==> config.mk <==
export PLATFORM = sky130hd
export DESIGN_NAME = pmcc_core
export DESIGN_NICKNAME = d
export VERILOG_FILES = /design/src/rtl/pmcc_pkg.sv /design/src/rtl/pmcc_divider.sv /design/src/rtl/pmcc_core.sv
export VERILOG_INCLUDE_DIRS = /design/src /design/src/rtl
export SDC_FILE = /design/constraint.sdc
export NUM_CORES = 1
export LEC_CHECK = 0
export ABC_AREA = 1
export BUFFER_PORTS_ARGS = -buffer_cell sky130_fd_sc_hd__buf_2
export CORE_MARGIN = 2
export CORE_UTILIZATION = 45
export DETAILED_ROUTE_END_ITERATION = 6
export GPL_TIMING_DRIVEN = 0
export PLACE_DENSITY = 0.65
export SLEW_MARGIN = 15
export SYNTH_ARGS = -nofsm -noshare
export SYNTH_HDL_FRONTEND = slang
export SYNTH_SLANG_ARGS = --single-unit
==> constraint.sdc <==
create_clock -name CLK_I -period 3.4 [get_ports CLK_I]
set_clock_uncertainty 0.15 [all_clocks]
set_input_delay 0 -clock CLK_I [delete_from_list [all_inputs] [get_ports CLK_I]]
set_output_delay 0 -clock CLK_I [all_outputs]
set_load 0.05 [all_outputs]
==> src/rtl/pmcc_params.svh <==
// Purpose: constants for the power mode and clock controller
// Assumes: 250 MHz core clock
// Notes:   counts derive from the printed times and rates
`ifndef PMCC_PARAMS_SVH
`define PMCC_PARAMS_SVH
`define PMCC_CLK_MHZ            250
`define PMCC_MAIN_CLOCK_MHZ     48
`define PMCC_MEDIUM_CLOCK_MHZ   2
`define PMCC_SLOW_CLOCK_HZ      32768
// slow clock emulated by a divider of the core clock: half period in cycles
`define PMCC_SLOW_HALF_CYCLES   ((`PMCC_CLK_MHZ * 1000000) / (2 * `PMCC_SLOW_CLOCK_HZ))
`define PMCC_MEDIUM_HALF_CYCLES ((`PMCC_CLK_MHZ) / (2 * `PMCC_MEDIUM_CLOCK_MHZ))
`define PMCC_PIN_COUNT          8
`define PMCC_CAUSE_POR          2'h0
`define PMCC_CAUSE_PIN_RESET    2'h1
`define PMCC_CAUSE_WAKE_PIN     2'h2
`define PMCC_SLOW_SRC_RC        2'h0
`define PMCC_SLOW_SRC_XTAL      2'h1
`define PMCC_SLOW_SRC_EXT       2'h2
`define PMCC_WDOG_RESET         32'h0000_0000
`endif

==> src/rtl/pmcc_pkg.sv <==
// Purpose: types for the power mode and clock controller
// Assumes: nothing
// Notes:   mode codes are left to the tool
`default_nettype none
package pmcc_pkg;
    typedef enum logic [2:0] {
        PMCC_ACTIVE,
        PMCC_IDLE,
        PMCC_STANDBY,
        PMCC_SHUTDOWN
    } pmcc_mode_e;
    typedef logic [1:0] pmcc_cause_t;
    typedef logic [1:0] pmcc_slow_src_t;
endpackage
`default_nettype wire

==> src/rtl/pmcc_divider.sv <==
// Purpose: one-cycle enable pulses at a divided rate
// Assumes: HALF is at least one
// Notes:   pulse marks each half period of the derived clock
`default_nettype none
module pmcc_divider #(
    parameter int unsigned HALF = 1
) (
    input  wire logic clk_i,
    input  wire logic rst_b_i,
    input  wire logic run_i,
    output var  logic tick_o
);
    localparam int unsigned W = (HALF > 1) ? $clog2(HALF) : 1;
    localparam logic [W-1:0] LAST = W'(HALF - 1);
    logic [W-1:0] count;
    logic [W-1:0] next_count;
    logic         next_tick;

    // wrap counter, cleared while stopped so the phase restarts cleanly
    always_comb begin
        next_count = count;
        next_tick  = 1'b0;
        if (!run_i) begin
            next_count = '0;
        end else if (count == LAST) begin
            next_count = '0;
            next_tick  = 1'b1;
        end else begin
            next_count = count + W'(1);
        end
    end

    always_ff @(posedge clk_i) begin
        if (!rst_b_i) begin
            count  <= '0;
            tick_o <= 1'b0;
        end else begin
            count  <= next_count;
            tick_o <= next_tick;
        end
    end
endmodule
`default_nettype wire

==> src/rtl/pmcc_core.sv <==
// What this block does
// - active mode runs cpu, peripherals, any clock
// - idle gates cpu and memory, peripherals clocked
// - any interrupt returns idle to active
// - standby powers and clocks always-on domain only
// - standby wakes on pin, timer, sensor event
// - retained peripheral settings survive standby
// - standby wake resumes without reset
// - pins latched on standby entry until wake
// - shutdown powers everything off, pins latched
// - wake pin level change ends shutdown
// - shutdown wake restarts through reset
// - reset cause tells wake pin, reset pin, power-on
// - shutdown keeps only pin latch and flash
// - main clock 48 MHz from rc or crystal
// - medium clock 2 MHz from medium rc only
// - medium clock feeds sensor and power logic
// - slow clock from rc, crystal or pin
// - slow clock drives timer; radio resync marks standby entry and exit
// - slow clock out only from crystal or rc
// - watchdog pauses in standby, resumes after
//
// Purpose: power mode sequencing and system clock selection
// Assumes: all inputs synchronous to CLK_I; requests are pulses
// Notes:   shutdown state is modelled in the always-on latch bank, which
//          this block stands for; a cold reset clears the cause to power-on
`default_nettype none
`include "pmcc_params.svh"
module pmcc_core
    import pmcc_pkg::*;
(
    input  wire  logic                         CLK_I,
    input  wire  logic                         RST_B_I,
    input  wire  logic                         PIN_RESET_I,
    input  wire  logic                         REQ_IDLE_I,
    input  wire  logic                         REQ_STANDBY_I,
    input  wire  logic                         REQ_SHUTDOWN_I,
    input  wire  logic                         IRQ_I,
    input  wire  logic                         WAKE_PIN_EVT_I,
    input  wire  logic                         RTC_EVT_I,
    input  wire  logic                         SENSOR_EVT_I,
    input  wire  logic [`PMCC_PIN_COUNT-1:0]   GPIO_IN_I,
    input  wire  logic [`PMCC_PIN_COUNT-1:0]   SHUTDOWN_WAKE_EN_I,
    input  wire  logic                         MAIN_SRC_XTAL_I,
    input  wire  logic                         FAST_XTAL_READY_I,
    input  wire  pmcc_pkg::pmcc_slow_src_t     SLOW_SRC_I,
    input  wire  logic                         SLOW_EXT_CLK_I,
    input  wire  logic                         SLOW_OUT_EN_I,
    input  wire  logic                         RADIO_REQ_I,
    input  wire  logic                         WDOG_EN_I,
    output var   pmcc_pkg::pmcc_mode_e         MODE_O,
    output var   logic                         CPU_CLK_EN_O,
    output var   logic                         PERIPH_CLK_EN_O,
    output var   logic                         PERIPH_PWR_O,
    output var   logic                         AON_PWR_O,
    output var   logic                         RETENTION_O,
    output var   logic                         PIN_LATCH_O,
    output var   logic [`PMCC_PIN_COUNT-1:0]   PIN_HOLD_O,
    output var   logic                         SYS_RESET_O,
    output var   pmcc_pkg::pmcc_cause_t        RESET_CAUSE_O,
    output var   logic                         MAIN_CLK_XTAL_O,
    output var   logic                         RADIO_EN_O,
    output var   logic                         MEDIUM_CLK_O,
    output var   logic                         SLOW_CLK_O,
    output var   logic                         SLOW_PIN_O,
    output var   logic                         SLOW_PIN_OE_O,
    output var   logic                         RTC_TICK_O,
    output var   logic                         RADIO_RESYNC_O,
    output var   logic [31:0]                  WDOG_COUNT_O
);
    import pmcc_pkg::*;

    // ************************************************************
    // helpers
    // ************************************************************
    // mode lets the cpu clock run
    function automatic logic cpu_runs(input pmcc_mode_e m);
        cpu_runs = (m == PMCC_ACTIVE);
    endfunction

    // peripherals powered and clocked in active and idle only
    function automatic logic periph_on(input pmcc_mode_e m);
        periph_on = (m == PMCC_ACTIVE) || (m == PMCC_IDLE);
    endfunction

    // ************************************************************
    // clock dividers
    // ************************************************************
    logic medium_tick;
    logic slow_tick;
    logic div_run;
    assign div_run = (MODE_O != PMCC_SHUTDOWN);

    pmcc_divider #(.HALF(`PMCC_MEDIUM_HALF_CYCLES)) u_medium_div (
        .clk_i   (CLK_I),
        .rst_b_i (RST_B_I),
        .run_i   (div_run),
        .tick_o  (medium_tick)
    );

    // rc and crystal slow sources are both stood in by the divider
    pmcc_divider #(.HALF(`PMCC_SLOW_HALF_CYCLES)) u_slow_div (
        .clk_i   (CLK_I),
        .rst_b_i (RST_B_I),
        .run_i   (div_run),
        .tick_o  (slow_tick)
    );

    // ************************************************************
    // power mode sequencer
    // ************************************************************
    pmcc_mode_e                 next_mode;
    logic                       next_reset;
    pmcc_cause_t                next_cause;
    logic [`PMCC_PIN_COUNT-1:0] next_hold;
    logic                       next_latch;
    logic [`PMCC_PIN_COUNT-1:0] pin_change;
    logic                       sd_wake;
    logic                       sb_wake;

    // shutdown wake watches the held value against the live pin level
    assign pin_change = (GPIO_IN_I ^ PIN_HOLD_O) & SHUTDOWN_WAKE_EN_I;
    assign sd_wake    = |pin_change;
    assign sb_wake    = WAKE_PIN_EVT_I | RTC_EVT_I | SENSOR_EVT_I;

    // reset pin outranks everything, then wake, then software requests
    always_comb begin
        next_mode  = MODE_O;
        next_reset = 1'b0;
        next_cause = RESET_CAUSE_O;
        next_hold  = PIN_HOLD_O;
        next_latch = PIN_LATCH_O;
        if (PIN_RESET_I) begin
            next_mode  = PMCC_ACTIVE;
            next_reset = 1'b1;
            next_cause = `PMCC_CAUSE_PIN_RESET;
            next_latch = 1'b0;
        end else begin
            case (MODE_O)
                PMCC_ACTIVE: begin
                    // only software moves the mode out of active
                    if (REQ_SHUTDOWN_I) begin
                        next_mode  = PMCC_SHUTDOWN;
                        next_hold  = GPIO_IN_I;
                        next_latch = 1'b1;
                    end else if (REQ_STANDBY_I) begin
                        next_mode  = PMCC_STANDBY;
                        next_hold  = GPIO_IN_I;
                        next_latch = 1'b1;
                    end else if (REQ_IDLE_I) begin
                        next_mode = PMCC_IDLE;
                    end
                end
                PMCC_IDLE: begin
                    if (IRQ_I) begin
                        next_mode = PMCC_ACTIVE;
                    end
                end
                PMCC_STANDBY: begin
                    // interrupts alone are ignored here
                    if (sb_wake) begin
                        next_mode  = PMCC_ACTIVE;
                        next_latch = 1'b0;
                    end
                end
                PMCC_SHUTDOWN: begin
                    if (sd_wake) begin
                        next_mode  = PMCC_ACTIVE;
                        next_reset = 1'b1;
                        next_cause = `PMCC_CAUSE_WAKE_PIN;
                        next_latch = 1'b0;
                    end
                end
                default: begin
                    next_mode = PMCC_ACTIVE;
                end
            endcase
        end
    end

    always_ff @(posedge CLK_I) begin
        if (!RST_B_I) begin
            MODE_O        <= PMCC_ACTIVE;
            SYS_RESET_O   <= 1'b1;
            RESET_CAUSE_O <= `PMCC_CAUSE_POR;
            PIN_HOLD_O    <= '0;
            PIN_LATCH_O   <= 1'b0;
        end else begin
            MODE_O        <= next_mode;
            SYS_RESET_O   <= next_reset;
            RESET_CAUSE_O <= next_cause;
            PIN_HOLD_O    <= next_hold;
            PIN_LATCH_O   <= next_latch;
        end
    end

    // ************************************************************
    // domain enables
    // ************************************************************
    logic next_cpu_en;
    logic next_periph_en;
    logic next_aon;
    logic next_ret;

    // enables follow the registered mode; one cycle behind it
    always_comb begin
        next_cpu_en    = cpu_runs(MODE_O) && !SYS_RESET_O;
        next_periph_en = periph_on(MODE_O);
        next_aon       = (MODE_O != PMCC_SHUTDOWN);
        next_ret       = (MODE_O == PMCC_STANDBY);
    end

    always_ff @(posedge CLK_I) begin
        if (!RST_B_I) begin
            CPU_CLK_EN_O    <= 1'b0;
            PERIPH_CLK_EN_O <= 1'b0;
            PERIPH_PWR_O    <= 1'b0;
            AON_PWR_O       <= 1'b1;
            RETENTION_O     <= 1'b0;
        end else begin
            CPU_CLK_EN_O    <= next_cpu_en;
            PERIPH_CLK_EN_O <= next_periph_en;
            PERIPH_PWR_O    <= next_periph_en;
            AON_PWR_O       <= next_aon;
            RETENTION_O     <= next_ret;
        end
    end

    // ************************************************************
    // clock selection and outputs
    // ************************************************************
    logic next_xtal;
    logic next_radio;
    logic next_medium;
    logic next_slow;
    logic next_slow_pin;
    logic next_slow_oe;
    logic next_rtc;
    logic next_resync;
    logic slow_int;
    logic slow_prev;

    // internal slow phase toggles on each divider tick
    always_ff @(posedge CLK_I) begin
        if (!RST_B_I) begin
            slow_int  <= 1'b0;
            slow_prev <= 1'b0;
        end else begin
            slow_int  <= slow_int ^ slow_tick;
            slow_prev <= SLOW_CLK_O;
        end
    end

    always_comb begin
        // crystal only when asked and settled, else the rc keeps running
        next_xtal  = MAIN_SRC_XTAL_I && FAST_XTAL_READY_I;
        // radio refused on the rc source; software must switch first
        next_radio = RADIO_REQ_I && MAIN_CLK_XTAL_O && periph_on(MODE_O);
        // medium clock has a single source, no select exists
        next_medium = MEDIUM_CLK_O ^ medium_tick;
        if (MODE_O == PMCC_SHUTDOWN) begin
            next_medium = 1'b0;
        end
        case (SLOW_SRC_I)
            `PMCC_SLOW_SRC_EXT: next_slow = SLOW_EXT_CLK_I;
            default:            next_slow = slow_int;
        endcase
        if (MODE_O == PMCC_SHUTDOWN) begin
            next_slow = 1'b0;
        end
        // an external slow clock is never echoed back out
        next_slow_oe  = SLOW_OUT_EN_I && (SLOW_SRC_I != `PMCC_SLOW_SRC_EXT)
                        && (MODE_O != PMCC_SHUTDOWN);
        next_slow_pin = next_slow_oe && SLOW_CLK_O;
        next_rtc      = SLOW_CLK_O && !slow_prev;
        next_resync   = ((MODE_O == PMCC_ACTIVE) && (next_mode == PMCC_STANDBY))
                        || ((MODE_O == PMCC_STANDBY) && (next_mode == PMCC_ACTIVE));
    end

    always_ff @(posedge CLK_I) begin
        if (!RST_B_I) begin
            MAIN_CLK_XTAL_O <= 1'b0;
            RADIO_EN_O      <= 1'b0;
            MEDIUM_CLK_O    <= 1'b0;
            SLOW_CLK_O      <= 1'b0;
            SLOW_PIN_O      <= 1'b0;
            SLOW_PIN_OE_O   <= 1'b0;
            RTC_TICK_O      <= 1'b0;
            RADIO_RESYNC_O  <= 1'b0;
        end else begin
            MAIN_CLK_XTAL_O <= next_xtal;
            RADIO_EN_O      <= next_radio;
            MEDIUM_CLK_O    <= next_medium;
            SLOW_CLK_O      <= next_slow;
            SLOW_PIN_O      <= next_slow_pin;
            SLOW_PIN_OE_O   <= next_slow_oe;
            RTC_TICK_O      <= next_rtc;
            RADIO_RESYNC_O  <= next_resync;
        end
    end

    // ************************************************************
    // watchdog counter
    // ************************************************************
    logic [31:0] next_wdog;

    // counts in active and idle, frozen in standby, cleared by reset
    always_comb begin
        next_wdog = WDOG_COUNT_O;
        if (SYS_RESET_O || (MODE_O == PMCC_SHUTDOWN)) begin
            next_wdog = `PMCC_WDOG_RESET;
        end else if (WDOG_EN_I && periph_on(MODE_O)) begin
            next_wdog = WDOG_COUNT_O + 32'h0000_0001;
        end
    end

    always_ff @(posedge CLK_I) begin
        if (!RST_B_I) begin
            WDOG_COUNT_O <= `PMCC_WDOG_RESET;
        end else begin
            WDOG_COUNT_O <= next_wdog;
        end
    end
endmodule
`default_nettype wire

### After elaboration in Yosys (flattened, before gate mapping)

Cells that the tools add are included.

* register bits after elaboration: 81
* bits in latches: 0
* bits in writable memories: 0
* memory bits (read-only): 0
* input bits: 34
* memories kept: 0

* add/sub/neg operators: 3
* $mul: 0
* divide/modulo/power cells: 0
* $lt $le $gt $ge: 0
* equality and inequality tests: 12
* shifts and indexed selects: 0
* multiplexer cells: 23
* bitwise gates (word level): 9
* reductions and logical operators: 33

Operator list (count)
* $add 32x1->32 const B: 1
* $mux 3: 7
* $mux 8: 2
* $add 12x1->12 const B: 1
* $eq 12x12->1 const B: 1
* $mux 1: 12
* $pmux 3 s4: 1
* $logic_and 1x1->1: 11
* $eq 3x2->1 const B: 3
* $and 8x8->8: 1
* $reduce_or 8->1: 1
* $xor 8x8->8: 1
* $add 6x1->6 const B: 1
* $eq 6x6->1 const B: 1
* $logic_not 3->1: 2
* $ne 2x2->1 const B: 3
* $reduce_and 2->1: 3
* $reduce_bool 2->1: 3
* $reduce_or 2->1: 3
* $reduce_or 3->1: 2
* $reduce_and 4->1: 1
* $eq 3x1->1 const B: 1
* $logic_or 1x1->1: 3
* $ne 3x2->1 const B: 1
* other kinds (9): 14

### Logic depth before layout (Yosys ltp)

* depth in word-level cells: 9
* mapped depth: 12
* depth with buffers taken out: 12

### Cells and area by module

Synthesis repeated with hierarchy kept, for this count alone.

* cells, all modules: 532
* area total of the unflattened synthesis: 3858.7 um^2

By module, submodules not included
* pmcc_core: times used 1, cells each 413, area an instance 2927.8 um^2
* pmcc_divider at u_slow_div: times used 1, cells each 84, area an instance 625.6 um^2
* pmcc_divider at u_medium_div: times used 1, cells each 35, area an instance 305.3 um^2

### Worst setup path after synthesis

OpenSTA, ideal clock, no wires.

* kind: reg-to-reg
* from: register WDOG_COUNT_O[0]
* to: register WDOG_COUNT_O[19]
* setup time: 0.120 ns
* arrival time: 1.651 ns
* required time: 3.130 ns
* setup slack: 1.479 ns
* stages on the path, launching flop included: 8
* path buffers: 0
* clock period less this slack: 1.921 ns
* cells stage by stage: dfxtp_1 -> nand3_1 -> nor2_1 -> nand3_1 -> nor2_1 -> nand3_1 -> o21ai_0 -> a21oi_1

* word-level cells in the longest chain between the ends: 1

Ends and longest elaborated chain
* start: declaration: RTL line pmcc_core.sv:69 `output var logic [31:0] WDOG_COUNT_O`
* start signal: assignment: RTL line pmcc_core.sv:319 `` WDOG_COUNT_O <= `PMCC_WDOG_RESET; ``
* start signal: assignment: RTL line pmcc_core.sv:321 `WDOG_COUNT_O <= next_wdog;`
* $add 32x1->32: RTL line pmcc_core.sv:313 `next_wdog = WDOG_COUNT_O + 32'h0000_0001;`

Every way passes these cells.
A chain may end at the register's enable or synchronous reset.

### Worst setup path after layout

* from: input SENSOR_EVT_I
* to: register PIN_LATCH_O

* word-level cells in the longest chain between the ends: 3

Ends and longest elaborated chain
* start: declaration: RTL line pmcc_core.sv:41 `input wire logic SENSOR_EVT_I,`
* $or 1x1->1: RTL line pmcc_core.sv:124 `assign sb_wake = WAKE_PIN_EVT_I | RTC_EVT_I | SENSOR_EVT_I;`
* $ne 2x2->1 (no line)
* $reduce_and 4->1 (no line)
* end signal: assignment: RTL line pmcc_core.sv:193 `PIN_LATCH_O <= next_latch;`
* end: declaration: RTL line pmcc_core.sv:57 `output var logic PIN_LATCH_O,`

Every way passes these cells.

==> results.toml <==
[die]
die_y_um = 96.1
die_x_um = 96.1
io_pins = 94
start_util = 0.465
die_area_um2 = 9240
rows = 33
coreArea_um2 = 8220

[global_route]
grt_util_all_layers = 0.215
grt_pass1_wl_mm = 15.6
grt_overflow_total = 0
grt_pass1_vias = 3536
antenna_found_initial = 0
grt_start_max_net_pins = 18

[clock_tree]
clock-sinks = 81
tritoncts = "done"
cts_resized = 0
clkTransAtPathRegs_ps = 90
clk_latency_ps = 360
cts_buffers = 9
cts_hold_buffers = 31
postCtsSetupBuffers = 0
root_buffer = "clkbuf_8"
cts_max_level = 3
clock_path_buffers = 2

[worst_hold_path]
hp-class = "in -> reg"
worstHoldPathCells = 7

[sta]
hold_viol = 0
worst_slack_ps = 1030
fin_crit_ps = 2370
grt_setup_unrepaired = "false"
maxSlewHeadroom = 0.671
timing.fmax_ghz = 0.421
worstMarginPinSlew_ps = 490
fin_crit_sh = 0.698
tns_ps = 0
slew_viol_final = 0
setup_violations = 0

[run]
cap_violations = 0

[placed_design]
hpwl_mm = 6.74
numPortBuffers = 93
pre_cts_ws_ps = 1560
finalWeightedCongestion = 0.858

[worst_setup_path]
crit_top_cell = "dlygate4sd3_1"
crit_chain = "dlygate4sd3_1 > buf_2 > or3_1 > dlygate4sd3_1 > nor2_1 > nand3b_1 > nand2_1 > a21oi_1 > dlygate4sd3_1"
critPathKind = "in -> reg"
slowest_stage = "dlygate4sd3_1"
path_max_fanout = 2
crit_path_end_kind = "flip-flop"
arrival_ps = 2520
reg2reg_depth = 8
critPathLaunchType = "primary input"
slowest_delay_ps = 560
critPathRequiredTime_ps = 3550

[logic_synthesis]
syn-num-nets = 572
synth_edf_count = 0
yosys.area_share.simple = 0.352
ys.flop_type = "dfxtp_1"
synth-xor-area-share = 0.0275
syn-cell-area_um2 = 3820
synth-seq-cells = 81
muxShareOfSynthArea = 0.00295
ys_seq_area_frac = 0.425
synth.most_common_cell = "nand2_1"
synth_async_sr_flop_share = 0
post_synth_fa_ha_maj_area_fraction = 0.0164
synthCells = 533
synth.avg_cell_area_um2 = 7.16
netlist.top_cell.by_area = "dfxtp_1"
synth-compound-area-share = 0.0931
synth_cell_type_count = 42
ys_top_cells_by_area = "dfxtp_1 42%, nand2_1 13%, nor2_1 7.6%"
synth_warnings = 0
yosys-top-cells-count = "131 x nand2_1, 81 x dfxtp_1, 77 x nor2_1"
synth_top_area_frac = 0.425
synth_top_family_by_area = "simple AND/OR/NAND/NOR gates"

[layout]
drive_gt1_frac = 0.212
multi_input_area_um2 = 1880
n_fill_cell = 777
seq_area_um2 = 1620
areaGrowthSynthToFinish_pct = 28.7
nNetsFinal = 707
antennaDiodeCount = 0

[pwr]
p_total_w = 0.00189
p_leak_nw = 2.16
vdd_drop_max_uv = 227
p_per_area_nw_per_um2 = 384

[detailed_routing]
first_pass_iters = 4
wl_mm = 9.34
route.detailed.drc = 0
via_count = 3779
drtAntennaViolNets = 0
vias_per_cell = 4.86
first_iter_violations = 88
avgRoutedWirePerCell_um = 12.0

[outcome]
status = "finished, final reports clean"
worst max-delay path: cells and delay by family:
family | cells | cell delay, ps
AO/OA/AOI/OAI | 1 | 120
AND/OR/NAND/NOR | 4 | 630
buffers and inverters | 4 | 1760
layout by cell type, fill, tap and decap left out, types with 9 or more instances in the layout:
cell type and count:
nand4_1 9, clkbuf_8 9, xor2_1 9, dlygate4sd3_1 31
nor2_1 77, nor3_1 18, a21oi_1 35, nand2_1 131
inv_1 65, buf_2 94, nand3_1 24, dfxtp_1 81
o21ai_0 20
through the flow:
step | instance area [um^2] | util | cells | hold WS [ps]
2_1_floorplan | 3820 | - | 533 | -39.1
4_1_cts | 4910 | 0.598 | 778 | 10.3
3_3_place_gp | 4420 | 0.537 | 731 | 64.8
3_5_place_dp | 4420 | 0.537 | 731 | 82.0
5_1_grt | 4910 | 0.598 | 778 | 67.6
6_report | 4910 | 0.598 | 778 | 27.0
final timing paths:
| path | from | endpoint | slack (ps) |
|---|---|---|---|
| min | SHUTDOWN_WAKE_EN_I[2] | RESET_CAUSE_O[1]$_SDFFE_PP0P_ | 30 |
| max | SENSOR_EVT_I | PIN_LATCH_O$_SDFFE_PP0P_ | 1030 |
| max reg2reg | MODE_O[1]$_SDFF_PN0_ | PIN_HOLD_O[1]$_SDFFE_PN0P_ | 1240 |
| min reg2reg | slow_prev$_SDFF_PN0_ | RTC_TICK_O$_SDFF_PN0_ | 240 |
cell families (layout without fill, tap and decap cells):
kind of cell,count (synthesis),count (layout)
flops,81,81
mux,1,1
compound gates,66,66
fa+ha+maj,5,5
buf+inv,77,217
xor+xnor,12,12
other cells,1,1
simple gates,290,290
registers in the layout (all words and copies together) (netlist names), 2 cells and up:
register,count
MODE_O,3
RESET_CAUSE_O,2
PIN_HOLD_O,8
u_medium_div.count,6
u_slow_div.count,12
WDOG_COUNT_O,32
power breakdown:
| part | total (W) | switching [W] | leakage, nW | internal [W] |
|---|---|---|---|---|
| sequential | 0.000986 | 0.0000177 | 0.657 | 0.000968 |
| combinational | 0.000209 | 0.000128 | 1.40 | 0.0000806 |
| clock | 0.000694 | 0.000408 | 0.0979 | 0.000287 |
| total | 0.00189 | 0.000554 | 2.16 | 0.00134 |
layer usage:
layer / global-route usage / vias to the layer above / share of wire
met5: 0 / - / 0
met4: 0.0714 / 0 / 0.0077
met2: 0.401 / 88 / 0.52
li1: - / 1966 / -
met1: 0.241 / 1719 / 0.42
met3: 0.0470 / 6 / 0.047
layout make-up:
| type | instances | share of cell area |
|---|---|---|
| multi-input cells | 375 | 0.383 |
| flip-flops and latches | 81 | 0.330 |
| repair buffers | 124 | 0.158 |
| inverters | 71 | 0.0550 |
| well taps | 105 | 0.0267 |
| clock buffers | 9 | 0.0252 |
| clock inverters | 7 | 0.0130 |
| plain buffers | 6 | 0.00942 |
Power figures use the tool's default switching activity.
